`src/inc/ptt_regs.vh`:
```
// constants for the periodic tick timer: offsets, fields, resets, timing
// assumes a 32-bit AHB-Lite slave with word registers at byte offsets
//
// Behaviour
// RULE1: the timer has a 20-bit interval counter and a separate 12-bit interval tally.
// RULE2: both counters advance on a tick made from the main clock divided by sixteen.
// RULE3: the counter counts up from zero and at the limit returns to zero and bumps the tally.
// RULE4: reaching the limit sets the interval flag, which drives the interrupt only when enabled.
// RULE5: writing a new limit restarts nothing and only affects later comparisons.
// RULE6: reading the value register returns counter and tally, then clears tally and flag.
// RULE7: reading the image register returns the same contents with no side effect.
// RULE8: the timer resets disabled and an enable change takes effect only while the counter is zero.
// RULE9: once disabled the counter runs on to the limit, returns to zero and holds there.
// RULE10: both counters halt while the core is in debug state.
// RULE11: the mode register holds the limit in bits 19..0, enable at 24, interrupt enable at 25.
// RULE12: with interrupt enable low the flag cannot reach the interrupt; with it high it does. The code also needs mask bit 0 at 0x010 set.
// RULE13: the flag sits at status bit 0 and stays set until the next clearing value read.
// RULE14: the tally reports intervals completed since the previous clearing value read.
// RULE15: value and image registers carry the tally in bits 31..20 and the counter in 19..0.
// RULE16: the tally wraps modulo its width when more intervals elapse than it can hold.
`ifndef PTT_REGS_VH
`define PTT_REGS_VH

`define PTT_OFS_MODE 12'h000
`define PTT_OFS_STATUS 12'h004
`define PTT_OFS_VALUE_ACK 12'h008
`define PTT_OFS_VALUE_PEEK 12'h00c
`define PTT_OFS_IRQ_MASK 12'h010

`define PTT_MODE_RESET 32'h000fffff
`define PTT_LIMIT_MSB 19
`define PTT_TIMER_ON_BIT 24
`define PTT_FLAG_IRQ_ON_BIT 25
`define PTT_FLAG_BIT 0
`define PTT_TALLY_LSB 20

`define PTT_DIV_RATIO 16

`endif

```
`src/hdl/ptt_periodic_tick_timer.v`:
```
// periodic tick timer: 20-bit interval counter plus 12-bit interval tally
// assumes a single AHB-Lite master, hclk at 20 MHz, debug_halt synchronous to hclk
// mode 0x000, status 0x004, value 0x008, image 0x00c, interrupt mask 0x010
// debug_halt freezes divider and counters; irq is a level output
`timescale 1ns/10ps
`include "ptt_regs.vh"

module ptt_periodic_tick_timer
#(
  parameter CNT_W = 20,
  parameter TALLY_W = 12,
  parameter DIV_RATIO = `PTT_DIV_RATIO
)
(
  input wire hclk,
  input wire hresetn,
  input wire hsel,
  input wire [31:0] haddr,
  input wire [1:0] htrans,
  input wire hwrite,
  input wire [2:0] hsize,
  input wire [31:0] hwdata,
  input wire hready,
  output wire hreadyout,
  output wire hresp,
  output reg [31:0] hrdata,
  input wire debug_halt,
  output wire irq
);

  ////////////////////////////////////////////////////////////////////////
  // constants and helpers

  localparam [31:0] MODE_RST = `PTT_MODE_RESET;
  localparam [11:0] OFS_MODE = `PTT_OFS_MODE;
  localparam [11:0] OFS_STATUS = `PTT_OFS_STATUS;
  localparam [11:0] OFS_VALUE_ACK = `PTT_OFS_VALUE_ACK;
  localparam [11:0] OFS_VALUE_PEEK = `PTT_OFS_VALUE_PEEK;
  localparam [11:0] OFS_IRQ_MASK = `PTT_OFS_IRQ_MASK;
  localparam [31:0] DIV_LAST_W = DIV_RATIO - 1;
  localparam [3:0] DIV_LAST = DIV_LAST_W[3:0];
  localparam [CNT_W-1:0] CNT_ZERO = {CNT_W{1'b0}};
  localparam [CNT_W-1:0] CNT_ONE = {{(CNT_W-1){1'b0}}, 1'b1};
  localparam [TALLY_W-1:0] TALLY_ZERO = {TALLY_W{1'b0}};
  localparam [TALLY_W-1:0] TALLY_ONE = {{(TALLY_W-1){1'b0}}, 1'b1};

  // address compare on the low word offset
  function hit;
    input [11:0] a;
    input [11:0] ofs;
    begin
      hit = (a == ofs);
    end
  endfunction

  // read layout shared by the value and image registers
  function [31:0] pack_value;
    input [TALLY_W-1:0] t;
    input [CNT_W-1:0] c;
    begin
      pack_value = {t, c}; // RULE15
    end
  endfunction

  // mode register read layout
  function [31:0] pack_mode;
    input irq_on;
    input on;
    input [CNT_W-1:0] lim;
    begin
      pack_mode = {6'h00, irq_on, on, 4'h0, lim}; // RULE11
    end
  endfunction

  // one-bit registers read back in bit 0
  function [31:0] pack_status;
    input b;
    begin
      pack_status = {31'h00000000, b};
    end
  endfunction

  ////////////////////////////////////////////////////////////////////////
  // bus address phase capture

  reg wr_pend_r;
  reg wr_pend_nxt;
  reg [11:0] wr_addr_r;
  reg [11:0] wr_addr_nxt;
  wire acc;
  wire rd_acc;
  wire [11:0] a_lo;

  assign acc = hsel & hready & htrans[1];
  assign rd_acc = acc & ~hwrite;
  assign a_lo = haddr[11:0];

  // write data arrives one cycle after its address
  always @*
  begin
    wr_pend_nxt = acc & hwrite;
    wr_addr_nxt = wr_addr_r;
    if (acc)
      wr_addr_nxt = a_lo;
  end

  always @(posedge hclk or negedge hresetn)
  begin
    if (!hresetn)
    begin
      wr_pend_r <= 1'b0;
      wr_addr_r <= 12'h000;
    end
    else
    begin
      wr_pend_r <= wr_pend_nxt;
      wr_addr_r <= wr_addr_nxt;
    end
  end

  // zero wait states, always okay
  assign hreadyout = 1'b1;
  assign hresp = 1'b0;

  ////////////////////////////////////////////////////////////////////////
  // register decode

  wire wr_mode;
  wire wr_mask;
  wire rd_mode;
  wire rd_status;
  wire rd_ack;
  wire rd_peek;
  wire rd_mask;

  assign wr_mode = wr_pend_r & hit(wr_addr_r, OFS_MODE);
  assign wr_mask = wr_pend_r & hit(wr_addr_r, OFS_IRQ_MASK);
  assign rd_mode = rd_acc & hit(a_lo, OFS_MODE);
  assign rd_status = rd_acc & hit(a_lo, OFS_STATUS);
  // value read clears at its address edge
  assign rd_ack = rd_acc & hit(a_lo, OFS_VALUE_ACK); // RULE6
  assign rd_peek = rd_acc & hit(a_lo, OFS_VALUE_PEEK); // RULE7
  assign rd_mask = rd_acc & hit(a_lo, OFS_IRQ_MASK);

  ////////////////////////////////////////////////////////////////////////
  // mode and mask registers

  reg [CNT_W-1:0] limit_r;
  reg [CNT_W-1:0] limit_nxt;
  reg timer_on_r;
  reg timer_on_nxt;
  reg flag_irq_on_r;
  reg flag_irq_on_nxt;
  reg mask_r;
  reg mask_nxt;

  wire [CNT_W-1:0] wr_limit;
  wire wr_on;
  wire wr_irq_on;

  assign wr_limit = hwdata[`PTT_LIMIT_MSB:0];
  assign wr_on = hwdata[`PTT_TIMER_ON_BIT];
  assign wr_irq_on = hwdata[`PTT_FLAG_IRQ_ON_BIT];

  // a new limit never touches the counters
  always @*
  begin
    limit_nxt = limit_r;
    timer_on_nxt = timer_on_r;
    flag_irq_on_nxt = flag_irq_on_r;
    mask_nxt = mask_r;
    if (wr_mode)
    begin
      limit_nxt = wr_limit; // RULE11 RULE5
      timer_on_nxt = wr_on; // RULE11
      flag_irq_on_nxt = wr_irq_on; // RULE11
    end
    else if (wr_mask)
      mask_nxt = hwdata[0];
  end

  // mode reset leaves the timer off
  always @(posedge hclk or negedge hresetn)
  begin
    if (!hresetn)
    begin
      limit_r <= MODE_RST[CNT_W-1:0];
      timer_on_r <= MODE_RST[`PTT_TIMER_ON_BIT]; // RULE8
      flag_irq_on_r <= MODE_RST[`PTT_FLAG_IRQ_ON_BIT];
      mask_r <= 1'b0;
    end
    else
    begin
      limit_r <= limit_nxt;
      timer_on_r <= timer_on_nxt;
      flag_irq_on_r <= flag_irq_on_nxt;
      mask_r <= mask_nxt;
    end
  end

  ////////////////////////////////////////////////////////////////////////
  // main clock divider, frozen in debug state

  reg [3:0] div_r;
  reg [3:0] div_nxt;
  wire div_wrap;
  wire tick;

  // one tick per DIV_RATIO clocks while not halted
  assign div_wrap = (div_r == DIV_LAST);
  assign tick = div_wrap & ~debug_halt; // RULE2 RULE10

  always @*
  begin
    div_nxt = div_r;
    if (!debug_halt) // RULE10
    begin
      if (div_wrap)
        div_nxt = 4'h0; // RULE2
      else
        div_nxt = div_r + 4'h1;
    end
  end

  // divider free-runs from reset
  always @(posedge hclk or negedge hresetn)
  begin
    if (!hresetn)
      div_r <= 4'h0;
    else
      div_r <= div_nxt;
  end

  ////////////////////////////////////////////////////////////////////////
  // interval counter and run state

  reg run_r;
  reg run_nxt;
  reg [CNT_W-1:0] count_r;
  reg [CNT_W-1:0] count_nxt;
  wire at_zero;
  wire count_match;
  wire count_step;
  wire at_limit;

  // limit match only counts on a tick
  assign at_zero = (count_r == CNT_ZERO);
  assign count_match = (count_r == limit_r);
  assign count_step = tick & run_r;
  assign at_limit = count_step & count_match;

  // enable is taken only while the counter rests at zero
  always @*
  begin
    run_nxt = run_r;
    count_nxt = count_r;
    if (at_zero)
      run_nxt = timer_on_r; // RULE8
    if (at_limit)
    begin
      count_nxt = CNT_ZERO; // RULE3 RULE9
      if (!timer_on_r)
        run_nxt = 1'b0; // RULE9
    end
    else if (count_step)
      count_nxt = count_r + CNT_ONE; // RULE3 RULE1
  end

  always @(posedge hclk or negedge hresetn)
  begin
    if (!hresetn)
    begin
      run_r <= 1'b0;
      count_r <= CNT_ZERO;
    end
    else
    begin
      run_r <= run_nxt;
      count_r <= count_nxt;
    end
  end

  ////////////////////////////////////////////////////////////////////////
  // interval tally and flag; a match in the clearing cycle wins

  reg [TALLY_W-1:0] tally_r;
  reg [TALLY_W-1:0] tally_nxt;
  reg flag_r;
  reg flag_nxt;

  // tally wraps modulo its width
  always @*
  begin
    tally_nxt = tally_r;
    flag_nxt = flag_r;
    if (at_limit)
    begin
      if (rd_ack)
        tally_nxt = TALLY_ONE; // RULE14
      else
        tally_nxt = tally_r + TALLY_ONE; // RULE3 RULE14 RULE16
      flag_nxt = 1'b1; // RULE4 RULE13
    end
    else if (rd_ack)
    begin
      tally_nxt = TALLY_ZERO; // RULE6
      flag_nxt = 1'b0; // RULE6 RULE13
    end
  end

  always @(posedge hclk or negedge hresetn)
  begin
    if (!hresetn)
    begin
      tally_r <= TALLY_ZERO;
      flag_r <= 1'b0;
    end
    else
    begin
      tally_r <= tally_nxt;
      flag_r <= flag_nxt;
    end
  end

  // both enables gate the flag
  wire irq_src;
  assign irq_src = flag_r & flag_irq_on_r; // RULE12
  assign irq = irq_src & mask_r; // RULE4

  ////////////////////////////////////////////////////////////////////////
  // read data, captured at the address phase

  wire [31:0] mode_word;
  wire [31:0] status_word;
  wire [31:0] value_word;
  wire [31:0] mask_word;
  reg [31:0] rdata_nxt;

  assign mode_word = pack_mode(flag_irq_on_r, timer_on_r, limit_r); // RULE11
  assign status_word = pack_status(flag_r); // RULE13
  assign value_word = pack_value(tally_r, count_r); // RULE15
  assign mask_word = pack_status(mask_r);

  // unmapped offsets read as zero
  always @*
  begin
    rdata_nxt = hrdata;
    if (rd_acc)
    begin
      if (rd_mode)
        rdata_nxt = mode_word;
      else if (rd_status)
        rdata_nxt = status_word; // RULE13
      else if (rd_ack)
        rdata_nxt = value_word; // RULE6
      else if (rd_peek)
        rdata_nxt = value_word; // RULE7
      else if (rd_mask)
        rdata_nxt = mask_word;
      else
        rdata_nxt = 32'h00000000;
    end
  end

  always @(posedge hclk or negedge hresetn)
  begin
    if (!hresetn)
      hrdata <= 32'h00000000;
    else
      hrdata <= rdata_nxt;
  end

endmodule

```
`config.mk`:
```
export PLATFORM = sky130hd
export DESIGN_NAME = ptt_periodic_tick_timer
export DESIGN_NICKNAME = d
export VERILOG_FILES = /design/src/hdl/ptt_periodic_tick_timer.v
export VERILOG_INCLUDE_DIRS = /design/src /design/src/inc
export SDC_FILE = /design/constraint.sdc
export NUM_CORES = 1
export LEC_CHECK = 0
export ABC_AREA = 1
export BUFFER_PORTS_ARGS = -buffer_cell sky130_fd_sc_hd__buf_4
export CAP_MARGIN = 20
export CORE_MARGIN = 2
export CORE_UTILIZATION = 55
export CTS_CLUSTER_DIAMETER = 200
export CTS_CLUSTER_SIZE = 14
export DETAILED_ROUTE_END_ITERATION = 10
export GPL_ROUTABILITY_DRIVEN = 0
export HOLD_SLACK_MARGIN = 0.12
export PLACE_DENSITY_LB_ADDON = 0.2
export SETUP_SLACK_MARGIN = 0.1
export SLEW_MARGIN = 20
export SYNTH_ARGS = -nofsm -noshare
export SYNTH_HDL_FRONTEND = slang
export SYNTH_SLANG_ARGS = --single-unit
```
`constraint.sdc`:
```
create_clock -name hclk -period 1.9 [get_ports hclk]
set_input_delay 0.095 -clock hclk [delete_from_list [all_inputs] [get_ports hclk]]
set_output_delay 0.095 -clock hclk [all_outputs]
set_load 0.05 [all_outputs]
```
# Yosys cells after proc, flatten, opt, wreduce, memory -nomap -nowiden

Cells that the tools add are included.

Input bits: 75
Flip-flop bits (word level): 106
Word-level logic and storage cells: 63
Output and inout bits: 35

Mux-type cells: 16
Add/sub/neg operators: 3
Equality and inequality tests: 7
Bitwise operators: 19
Reductions and logical operators: 6

Operator list:

| cell                  | count |
|---|---|
| $mux 32               | 4 |
| $mux 20               | 2 |
| $mux 12               | 3 |
| $eq 12x4->1 const B   | 2 |
| $eq 12x5->1 const B   | 2 |
| $logic_not 12->1      | 2 |
| $add 20x1->20 const B | 1 |
| $eq 20x20->1          | 1 |
| $logic_not 20->1      | 1 |
| $and 1x1->1           | 16 |
| $add 12x1->12 const B | 1 |
| $eq 12x3->1 const B   | 1 |
| $mux 1                | 6 |
| $add 4x1->4 const B   | 1 |
| $eq 4x4->1 const B    | 1 |
| $mux 4                | 1 |
| $reduce_bool 2->1     | 2 |
| $not 1->1             | 3 |
| $reduce_and 2->1      | 1 |

# Logic depth before layout (Yosys ltp)

Gate-level depths: netlist of the first run.

Word-level depth: 9
Mapped depth: 12
Gate-level depth less buffers: 12

# Worst setup path after synthesis of the first run

Ideal clock, no wire load.

Path type: register to register
From: register div_r[0]
To: register tally_r[10]
Clock period less this slack: 1.630 ns
Required time: 1.782 ns
Stages on the path, launching flop included: 10
Setup slack: 0.270 ns
Buffers on the path: 1
Arrival: 1.513 ns
Cell sequence: dfrtp_1 ha_1 nand3_1 nor3_4 nand2_2 nor2_4 nand2_4 buf_6 nand3_1 nand2_1

Cells in the longest elaborated chain, start to end: 5

Ends and longest elaborated chain:

| item                                         | line                          | text |
|---|---|---|
| start, declared                              | ptt_periodic_tick_timer.v:204 | `reg [3:0] div_r;` |
| start signal, assigned                       | ptt_periodic_tick_timer.v:231 | `div_r <= div_nxt;` |
| $eq 4x4->1 (*)                               | ptt_periodic_tick_timer.v:210 | `assign div_wrap = (div_r == DIV_LAST);` |
| $and 1x1->1 (*)                              | ptt_periodic_tick_timer.v:211 | `assign tick = div_wrap & ~debug_halt;` |
| $and 1x1->1 (*)                              | ptt_periodic_tick_timer.v:249 | `assign count_step = tick & run_r;` |
| $and 1x1->1 (*)                              | ptt_periodic_tick_timer.v:250 | `assign at_limit = count_step & count_match;` |
| $mux 12 or $reduce_bool 2->1 (tied branches) | -                             |  |
| end signal, assigned                         | ptt_periodic_tick_timer.v:320 | `tally_r <= tally_nxt;` |
| end, declared                                | ptt_periodic_tick_timer.v:286 | `reg [TALLY_W-1:0] tally_r;` |

Mark *: on every way between the ends. The rest lies on a longest branch, timed or not.
A chain may end at the register's enable or synchronous reset.

# Worst setup path in the final report of the first run

From: register limit_r[7]
To: register count_r[2]

Cells in the longest elaborated chain, start to end: 3

Ends and longest elaborated chain:

| item                                         | line                          | text |
|---|---|---|
| start, declared                              | ptt_periodic_tick_timer.v:148 | `reg [CNT_W-1:0] limit_r;` |
| start signal, assigned                       | ptt_periodic_tick_timer.v:187 | `limit_r <= MODE_RST[CNT_W-1:0];` |
| start signal, assigned                       | ptt_periodic_tick_timer.v:194 | `limit_r <= limit_nxt;` |
| $eq 20x20->1 (*)                             | ptt_periodic_tick_timer.v:248 | `assign count_match = (count_r == limit_r);` |
| $and 1x1->1 (*)                              | ptt_periodic_tick_timer.v:250 |  |
| $mux 20 or $reduce_bool 2->1 (tied branches) | -                             |  |
| end signal, assigned                         | ptt_periodic_tick_timer.v:279 | `count_r <= count_nxt;` |
| end, declared                                | ptt_periodic_tick_timer.v:239 | `reg [CNT_W-1:0] count_r;` |

Marks and branches as above.

==> summary.md, run 1 <==
| Metric | Value |
|---|---|
| Outcome | finished clean |
| Flop2flop setup slack | roughly 0.024 ns |
| Number of synthesized flops with an enable pin | 0 |
| Compound-Gate Fraction of Synth Area | 0.0730 |
| Setup ws final | between 0.02 and 0.025 ns |
| Power per cell area | approximately 660 nW/um^2 |
| Slowest CP cell | dfstp_2 |
| Area grow syn2layout | 29.7% |
| Clk pwr share | 0.350 |
| Post-synth net total | between 800 and 900 |
| Maximum fanout along the worst path | 5 |
| Root Buffer Master | clkbuf_8 |
| Top Ports | 110 |
| Unrepaired setup endpoints after global routing | true |
| Cell-internal power | approximately 3.6 mW |
| Logic pwr share | 0.131 |
| Core Box Area | slightly above 10000 sq um |
| Peak per-stage delay on the critical path | roughly 0.55 ns |
| Clock-pin slew on the worst setup and hold paths | approximately 0.11 ns |
| Warnings, synthesis | 0 |
| Final setup fails | 0 |
| Final Util | 0.729 |
| Initial antenna violation count | 0 |
| Place WS | ~0.11 ns |
| H-Tree Depth | 3 |
| Largest family of logic cells by synthesized area | simple AND/OR/NAND/NOR gates |
| Sequential share of power | 0.519 |
| Mapped Cells | ~750 |
| Die Height | approximately 110 um |
| Vias in the first global route | 5231 |
| Top delay family on crit path | simple AND/OR/NAND/NOR gates |
| Antenna-violating nets left | 0 |
| Leakage | approximately 3.8 nW |
| Largest net degree at the start of global routing | between 40 and 50 |
| IO buf count | 73 |
| Mux cell area share after synthesis | 0 |
| Ant. Diodes | 0 |
| Synth Area in XOR/XNOR | 0.0244 |
| DR vias/cell | around 5.5 |
| Total grt overflow | 0 |
| Yosys top cell by area | dfrtp_1 |
| Hpwl dp | 10600 um |
| Final wirelength | between 15000 and 20000 um |
| Share of cells above drive strength 1 | 0.247 |
| Kind of start point of the critical path | register |
| Synthesized cell area | around 5700 sq um |
| Most used cell, CP | inv_1 |
| Final worst path period need | around 1.9 ns |
| Mapped Avg Cell Area | ~7.7 sq um |
| Clock skew | ~0.018 ns |
| Period utilization | 0.987 |
| Synth Area in Adders | 0.00871 |
| Max-slew violation count | 0 |
| Synth Area in Simple Gates | 0.341 |
| Max Root-Sink Buffers | 2 |
| Sinks on Clock Net | between 100 and 150 |
| Tightest Hold Check Type | input port to async pin |
| Drt drc | 0 |
| Drt initial violations | 273 |
| Top cells by count, synth | 217 x nand2_1, 86 x dfrtp_1, 84 x inv_1, 73 x nor2_1, 69 x nand3_1 |
| Net Sw Frac | 0.265 |
| Setup CP Type | register to register |
| Final hold violations | 0 |
| CP Capture Type | register |
| Cts bufs inserted | 9 |
| Top cells by area, synth | dfrtp_1 37%, nand2_1 14%, dfstp_2 9.1% |
| Count leader, synth | nand2_1 |
| Full die area | 11300 sq um |
| Via Count | approximately 5600 |
| Critical R2R Capture | count_r[2] |
| RR Startpoint | limit_r[7] |
| Cell Rows | 37 |
| Critical path cell sequence | inv_1 > nand2_1 > nand2_2 > nor2_2 > nand4_1 > nor2_4 > nand2_4 > buf_12 > nand3_1 > inv_1 |
| Post-synthesis register bit count | between 100 and 150 |
| Switch Pwr | 1.30 mW |
| Number of max-cap violations | 0 |
| Worst-Skew Late Latency | roughly 0.40 ns |
| First-pass GRT wire length | roughly 24000 um |
| VDD IR-drop max | 0.000797 V |
| GRT Util Overall | 0.274 |
| Sequential area share after synthesis | 0.466 |
| Yosys cell types | 36 |
| Die width | approximately 110 um |
| First-pass DRT Iterations | 5 |
| Data required time of the worst path | 2.19 ns |
| Main synth FF type | dfrtp_1 |
| TritonCTS clock tree | done |
| WP buf/inv | 3 |
| Slew at the pin closest to its max-slew limit | approximately 0.73 ns |
| R2R depth | 10 |
| Fmax | about 530 MHz |
| Wirelength per Cell | roughly 15 um |
| Synth top area share | 0.375 |
| Share of flip-flops with an asynchronous set or reset | 1.00 |
| Max-slew headroom | 0.509 |
| Crit path DAT | 2.17 ns |
| Nets | 968 |
| Starting density of the core | 0.562 |
registers in the layout, indices dropped and copies added, names as in the netlist:
register,flops
run_r,1
wr_pend_r,1
wr_addr_r,12
div_r,4
tally_r,12
limit_r,20
mask_r,1
count_r,20
hrdata,32
flag_r,1
timer_on_r,1
flag_irq_on_r,1
final cells by class:
cell class / instances / area [sq um]
well taps: 136 / 170
fillers: 764 / 2780
clock inverters: 7 / 125
repair buffers: 151 / 1290
inverters: 98 / 368
multi-input cells: 523 / 2700
clock buffers: 9 / 124
flip-flops and latches: 106 / 2680
metrics by stage:
stage	std cells	hold WS (ns)	TNS [ns]	total power, mW	area, sq um
after floorplan	749	-0.201	0	2.86	5750
after global placement	961	0.0925	0	3.06	6580
after detailed placement	961	0.0997	0	3.09	6580
after CTS	1015	0.212	0	4.86	7210
after global routing	1030	0.227	-0.424	5.14	7450
final	1030	0.212	0	4.91	7450
logic make-up after synthesis:
| kind of cell | after synthesis |
|---|---|
| AOI/OAI and AO/OA | 70 |
| xor gates and xnor gates | 16 |
| adders and majority gates | 4 |
| buffers and inverters | 121 |
| DFF | 106 |
| other | 2 |
| and+or+nand+nor | 430 |
how the worst max path moves through the flow:
stage                      startpoint          end  cells past startpoint  slack, ns
after floorplan              div_r[0]  tally_r[10]                      9       0.27
after global placement       div_r[0]  count_r[14]                      9       0.16
after detailed placement  limit_r[16]   count_r[2]                     12       0.11
after CTS                    haddr[8]   hrdata[25]                     12       0.10
after global routing         div_r[1]  count_r[14]                      9      -0.07
final                      limit_r[7]   count_r[2]                     10       0.02
routing by layer:
layer | routed length, um | GRT usage | vias up
li1 | - | - | 2692
met1 | 6460 | 0.355 | 2688
met2 | 7600 | 0.446 | 209
met3 | 1010 | 0.0613 | 47
met4 | 533 | 0.113 | 0
met5 | 0 | 0 | -
repair_timing:
| action | CTS | global route |
|---|---|---|
| hold buffers | 37 | 0 |
| gates cloned | 0 | 2 |
| hold endpoints to repair | 120 | 0 |
| buffers inserted | 1 | 13 |
| setup endpoints to repair | 3 | 32 |
| gates resized for setup | 2 | 31 |
| pin swaps | 1 | 14 |
power groups by stage:
stage                     registers [mW]  logic (mW)  clock network, mW
after floorplan                     2.55       0.310                  0
after global placement              2.57       0.486                  0
after detailed placement            2.58       0.513                  0
after CTS                           2.54       0.580               1.74
after global routing                2.57       0.727               1.85
final                               2.55       0.646               1.72
cells in the final DEF, fill, tap and decap left out, drive strengths merged, types with 2 or more instances in the layout:
cell type / instances
nand2: 223
buf: 113
inv: 100
dfrtp: 86
nor2: 82
nand3: 77
dlygate4sd3: 37
o21ai: 31
nand4: 22
dfstp: 20
nor3: 20
a21oi: 19
o221ai: 15
xor2: 12
clkbuf: 10
o211ai: 5
ha: 4
xnor2: 4
bufinv: 3
nand3b: 3
conb: 2
clkinv: 2
Power figures use the tool's default switching activity.
==> inputs of run 2 (changes only) <==
--- a/config.mk
+++ b/config.mk
@@ -10,7 +10,7 @@
 export BUFFER_PORTS_ARGS = -buffer_cell sky130_fd_sc_hd__buf_4
 export CAP_MARGIN = 20
 export CORE_MARGIN = 2
-export CORE_UTILIZATION = 55
+export CORE_UTILIZATION = 50
 export CTS_CLUSTER_DIAMETER = 200
 export CTS_CLUSTER_SIZE = 14
 export DETAILED_ROUTE_END_ITERATION = 10
==> constraint.sdc (replaced) <==
create_clock -name hclk -period 1.5 [get_ports hclk]
set_input_delay 0.075 -clock hclk [delete_from_list [all_inputs] [get_ports hclk]]
set_output_delay 0.075 -clock hclk [all_outputs]
set_load 0.05 [all_outputs]
==> run 2 against run 1 <==
  * The flow now finishes with violations (setup timing)
  * Setup slack worse by 0.41 ns
  * First-iteration DRC count rose by 88%
  * Global-route usage increased by 6.5 points
  * Maximum frequency shrank 0.73%
  * Combinational power rose by 83%
  * Count of clock-buffer cells in the layout rose by 1
  * Worst hold slack got worse by 0.0015 ns
  * Register-to-register slack worse by 0.41 ns
  * Utilization up 5.9 points
  * Critical path type unchanged
==> summary.md, run 2 (same netlist as run 1, synthesis figures left out) <==
| Metric | Value |
|---|---|
| Number of max-cap violations | 0 (unchanged) |
| Final worst path period need | 1.89 ns (+0.0137 ns) |
| Die Height | 111 um (+4.7%) |
| Total grt overflow | 0 (unchanged) |
| Clock skew | 0.00706 ns (-0.0105 ns) |
| Root Buffer Master | clkbuf_16 |
| Leakage | 4.44 nW (+16%) |
| Cts bufs inserted | 9 (unchanged) |
| Sinks on Clock Net | 106 (unchanged) |
| Via Count | 6448 (+14%) |
| Maximum fanout along the worst path | 8 (+3) |
| TritonCTS clock tree | done |
| Fin cells | 1142 (+11%) |
| Drt drc | 0 (unchanged) |
| CP Capture Type | register |
| VDD IR-drop max | 0.000771 V (-3.4%) |
| Post-route cell area | 8910 sq um (+20%) |
| DR vias/cell | 5.65 (+3.2%) |
| Vias in the first global route | 6631 (+27%) |
| First-pass DRT Iterations | 6 (+1) |
| Max-slew headroom | 0.435 (-0.0735) |
| Tot Pwr | 6.73 mW (+37%) |
| Largest net degree at the start of global routing | 31 (-28%) |
| Largest register FFs | 32 (unchanged) |
| Starting density of the core | 0.508 (-0.0541) |
| Die width | 111 um (+4.7%) |
| Initial antenna violation count | 0 (unchanged) |
| Fmax | 529 MHz (-0.73%) |
| Max-slew violation count | 0 (unchanged) |
| Most common cell after layout, fill and taps aside | buf_4 |
| Clock-pin slew on the worst setup and hold paths | 0.07 ns (-0.04 ns) |
| Violated checks | setup timing |
| Largest register by flop count | hrdata |
| Data required time of the worst path | 1.74 ns (-0.45 ns) |
| Outcome | finished with violations |
| Setup ws final | -0.390 ns (-0.414 ns) |
| Nets | 1073 (+11%) |
| Power per cell area | 755 nW/um^2 (+15%) |
| Fillers | 691 (-9.6%) |
| GRT Util Overall | 0.339 (+0.0650) |
| Wirelength per Cell | 18.3 um (+20%) |
| Final setup fails | 57 (+57) |
| Top Ports | 110 (unchanged) |
| IO buf count | 73 (unchanged) |
| Drt initial violations | 514 (+88%) |
| Period utilization | 1.26 (+0.272) |
| Global-route met1 utilization | 0.397 (+0.0421) |
| Worst-Skew Late Latency | 0.36 ns (-0.04 ns) |
| Final Util | 0.787 (+0.0586) |
| Met3 GRT Util | 0.0678 (+0.00648) |
| Placed insts | 1056 (+9.9%) |
| Biggest regs | hrdata x32, count_r x20, limit_r x20 |
| Antenna-violating nets left | 0 (unchanged) |
| Ant. Diodes | 0 (unchanged) |
| Area grow syn2layout | 55.1% |
| Full die area | 12400 sq um (+9.6%) |
| Share of cells above drive strength 1 | 0.415 (+0.168) |
| H-Tree Depth | 3 (unchanged) |
| Setup CP Type | register to register |
| Slew at the pin closest to its max-slew limit | 0.845 ns (+0.110 ns) |
| Cell Rows | 39 (+5.4%) |
| Kind of start point of the critical path | register |
| Unrepaired setup endpoints after global routing | true |
| Setup TNS | -13.10 ns (-13.10 ns) |
| First-pass GRT wire length | 33100 um (+37%) |
| Most frequent cells in the layout | 196 x buf_4, 186 x nand2_1, 85 x dfrtp_1 |
| Tightest Hold Check Type | input port to async pin |
| Crit path DAT | 2.13 ns (-0.04 ns) |
| Max Root-Sink Buffers | 2 (unchanged) |
| M2 GR Usage | 0.583 (+0.137) |
| Final hold violations | 0 (unchanged) |
| Final wirelength | 20800 um (+34%) |
| Core Box Area | 11300 sq um (+11%) |
| Hpwl dp | 11900 um (+12%) |
| Most crowded layer after global routing | met2 |
| Placed cell areas | 7350 sq um (+12%) |
[run 2: changes by cell type in the layout (fill, tap and decap cells not counted), sizes merged]
cell      before  now
buf          113  217
bufinv         3    0
clkinv         2    4
clkinvlp       0    2
inv          100   98
clkbuf        10   11
nand2        223  224
[run 2: path summary, 6_finish.rpt]
kind                            start            end  slack [ns]  cells past startpoint
max reg2reg                limit_r[8]    count_r[11]       -0.39                     11
min reg2reg                hrdata[23]     hrdata[23]        0.49                      2
max in group asynchronous     hresetn     limit_r[8]        0.69                      3
min                           hresetn  wr_addr_r[10]        0.21                      2
min in group hclk              hwrite      hrdata[0]        0.27                      6
max                        limit_r[8]    count_r[11]       -0.39                     11
[run 2: report_power, final]
part / total (mW) / internal (mW) / switching [mW]
combinational: 1.18 / 0.595 / 0.585
clock: 2.32 / 1.17 / 1.15
sequential: 3.23 / 3.09 / 0.141
[run 2: repair_timing]
item                                    in CTS  in global routing
gates resized for setup                     95                 49
cloned                                       9                  1
endpoints found under the hold margin      131                  0
pin swaps                                   20                 27
hold buffers                                37                  0
buffers inserted                            22                  5
endpoints found under the setup margin      52                 58
[run 2: metrics by stage]
step           setup WS, ns  hold WS (ns)
6_report             -0.390         0.210
5_1_grt              -0.423         0.247
4_1_cts              -0.171         0.232
3_5_place_dp         -0.249        0.0504
3_3_place_gp         -0.176        0.0450
2_1_floorplan        -0.107        -0.221
[run 2: area by class of cell]
cell class | count | area (sq um) | area share
multi-input cells | 524 | 3140 | 0.352
flip-flops and latches | 106 | 2680 | 0.301
repair buffers | 255 | 2260 | 0.254
inverters | 98 | 370 | 0.0416
clock buffers | 10 | 239 | 0.0268
well taps | 143 | 179 | 0.0201
clock inverters | 6 | 42.5 | 0.00477
[run 2: metal layers]
| metal | part of all wire | up-vias |
|---|---|---|
| li1 | - | 2907 |
| met1 | 0.37 | 3059 |
| met2 | 0.50 | 369 |
| met3 | 0.077 | 113 |
| met4 | 0.058 | 0 |
| met5 | 0 | - |
[run 2: critical path, stage by stage (launching register included)]
cell     delay, ns
dfstp_2       0.54
inv_2         0.04
nand2_2       0.05
nand2_2       0.07
a21oi_2       0.18
nand2_2       0.10
nor2_4        0.23
buf_4         0.16
buf_6         0.16
nand2_8       0.11
nand2_2       0.07
nor2_1        0.04
==> inputs of run 3 (changes only) <==
--- a/config.mk
+++ b/config.mk
@@ -17,7 +17,7 @@
 export GPL_ROUTABILITY_DRIVEN = 0
 export HOLD_SLACK_MARGIN = 0.12
 export PLACE_DENSITY_LB_ADDON = 0.2
-export SETUP_SLACK_MARGIN = 0.1
+export SETUP_SLACK_MARGIN = 0.2
 export SLEW_MARGIN = 20
 export SYNTH_ARGS = -nofsm -noshare
 export SYNTH_HDL_FRONTEND = slang
==> run 3 against run 2 <==
  * The flow still finishes with violations (setup timing)
  * Non-clock buffer count grew 9
  * Sequential power is essentially flat
  * Combinational power grew 13%
  * Sequential share of layout area shrank 0.74 points
  * Routed wire length grew 2.4%
  * Critical path type unchanged
==> summary.md, run 3 (same netlist as run 1, synthesis figures left out) <==
| Metric | Value |
|---|---|
| Outcome | finished with violations |
| Violated checks | setup timing |
| Ant. Diodes | 0 (unchanged) |
| Leakage | 4.56 nW (+2.7%) |
| IO buf count | 73 (unchanged) |
| Full die area | 12400 sq um (unchanged) |
| Kind of start point of the critical path | register |
| WP buf/inv | 1 (-2) |
| Crit path DAT | 2.11 ns (-0.02 ns) |
| Most common cell after layout, fill and taps aside | buf_4 |
| Fmax | 555 MHz (+4.9%) |
| Largest register by flop count | hrdata |
| Share of cells above drive strength 1 | 0.442 (+0.0269) |
| Max-slew headroom | 0.505 (+0.0701) |
| Maximum fanout along the worst path | 5 (-3) |
| Cell Rows | 39 (unchanged) |
| DR vias/cell | 5.75 (+1.9%) |
| Area of the multi-input gates | 3190 sq um (+1.8%) |
| Initial antenna violation count | 0 (unchanged) |
| First-pass DRT Iterations | 7 (+1) |
| First-pass GRT wire length | 30900 um (-6.8%) |
| Cts bufs inserted | 9 (unchanged) |
| Die width | 111 um (unchanged) |
| Peak per-stage delay on the critical path | 0.54 ns (about the same) |
| TritonCTS clock tree | done |
| Most used cell, CP | nand2_1 |
| Clock-pin slew on the worst setup and hold paths | 0.08 ns (about the same) |
| Slowest CP cell | dfstp_2 |
| Worst-Skew Late Latency | 0.37 ns (about the same) |
| Worst Hold Launch | haddr[3] |
| Max Root-Sink Buffers | 2 (unchanged) |
| Vias in the first global route | 6341 (-4.4%) |
| Data required time of the worst path | 1.81 ns (+0.07 ns) |
| Top Ports | 110 (unchanged) |
| Number of max-cap violations | 0 (unchanged) |
| Starting density of the core | 0.508 (unchanged) |
| Tightest Hold Check Type | input port to register |
| Final worst path period need | 1.80 ns (-0.0891 ns) |
| Setup ws final | -0.300 ns (+0.0891 ns) |
| Wirelength per Cell | 18.6 um (+1.8%) |
| Setup CP Type | register to register |
| Largest register FFs | 32 (unchanged) |
| Sinks on Clock Net | 106 (unchanged) |
| Nets | 1080 (+0.65%) |
| Total grt overflow | 0 (unchanged) |
| Critical path cell sequence | xnor2_1 > nand2_1 > nor2_4 > nand2_2 > nor2_4 > nand2_4 > inv_1 > nand2_1 > nand2_1 |
| Power per cell area | 765 nW/um^2 (+1.3%) |
| Largest net degree at the start of global routing | 107 (+250%) |
| Slew at the pin closest to its max-slew limit | 0.740 ns (-0.105 ns) |
| Final hold violations | 0 (unchanged) |
| Root Buffer Master | clkbuf_16 |
| GRT Util Overall | 0.313 (-0.0263) |
| RR Startpoint | limit_r[19] |
| Via Count | 6610 (+2.5%) |
| Final hold slack | 0.216 ns (+0.00623 ns) |
| CP Capture Type | register |
| H-Tree Depth | 3 (unchanged) |
| Top delay family on crit path | simple AND/OR/NAND/NOR gates |
| Unrepaired setup endpoints after global routing | true |
| Hpwl dp | 11600 um (-2.4%) |
| Final setup fails | 57 (unchanged) |
| Drt drc | 0 (unchanged) |
| Fillers | 651 (-5.8%) |
| Core Box Area | 11300 sq um (unchanged) |
| Drt initial violations | 659 (+28%) |
| Flop2flop setup slack | -0.30 ns (+0.09 ns) |
| Period utilization | 1.20 (-0.0594) |
| CP startpoint | limit_r[19] |
| Biggest regs | hrdata x32, count_r x20, limit_r x20 |
| Clock skew | 0.0105 ns (+0.00342 ns) |
| VDD IR-drop max | 0.00117 V (+51%) |
| Antenna-violating nets left | 0 (unchanged) |
| Final Util | 0.807 (+0.0203) |
| Max-slew violation count | 0 (unchanged) |
| Die Height | 111 um (unchanged) |
| Final wirelength | 21400 um (+2.4%) |
| Most frequent cells in the layout | 194 x buf_4, 169 x nand2_1, 84 x dfrtp_1 |
| FF/Latch Area | 2680 sq um (about the same) |
| Area grow syn2layout | 59.1% |
-- run 3: per-stage QoR --
| stage | power, mW | std cells | TNS (ns) | worst slack (ns) | area, sq um |
|---|---|---|---|---|---|
| after floorplan | 3.67 | 749 | -1.48 | -0.107 | 5870 |
| after global placement | 4.15 | 1060 | -4.41 | -0.151 | 7420 |
| after detailed placement | 4.20 | 1060 | -5.93 | -0.222 | 7420 |
| after CTS | 6.80 | 1140 | -6.32 | -0.155 | 8720 |
| after global routing | 7.22 | 1149 | -15.07 | -0.381 | 9140 |
| final | 6.99 | 1149 | -10.51 | -0.300 | 9140 |
-- run 3: timing repair --
item,4_1_cts,5_1_grt
endpoints found under the setup margin,57,78
pin swaps,24,46
buffers inserted,21,6
hold buffers,37,0
cloned,6,3
gates resized for setup,91,82
hold endpoints to repair,125,0
-- run 3: cell type report --
class / count / area share
Timing Repair Buffer: 264 / 0.265
Inverter: 98 / 0.0402
Tap cell: 143 / 0.0196
Multi-Input combinational cell: 522 / 0.349
Clock inverter: 5 / 0.00589
Clock buffer: 11 / 0.0266
Sequential cell: 106 / 0.293
-- run 3: final timing paths --
check / endpoint / depth (start not counted)
setup / recovery: tally_r[10] / 9
min in group asynchronous: hrdata[23] / 3
max in group asynchronous: hrdata[11] / 3
hold reg to reg: hrdata[0] / 2
setup reg to reg: tally_r[10] / 9
hold / removal: hrdata[0] / 6
-- run 3: routing by layer --
| layer | global-route usage | up-vias | wire length [um] |
|---|---|---|---|
| met2 | 0.526 | 411 | 10500 |
| met3 | 0.0711 | 108 | 1740 |
| met1 | 0.391 | 3165 | 8010 |
| met5 | 0 | - | 0 |
| li1 | - | 2926 | - |
| met4 | 0.126 | 0 | 1080 |
-- run 3: where the power goes --
group	leakage, nW	internal (mW)	switching (mW)
clock	0.149	1.34	1.11
sequential	1.32	3.09	0.133
combinational	3.08	0.671	0.659
total	4.56	5.10	1.90
-- run 3: worst min-delay path: stages --
cell     delay, ns
buf_4         0.10
nor3_1        0.05
nand4_1       0.09
nand3_1       0.09
nand3_1       0.09
nand2_1       0.05
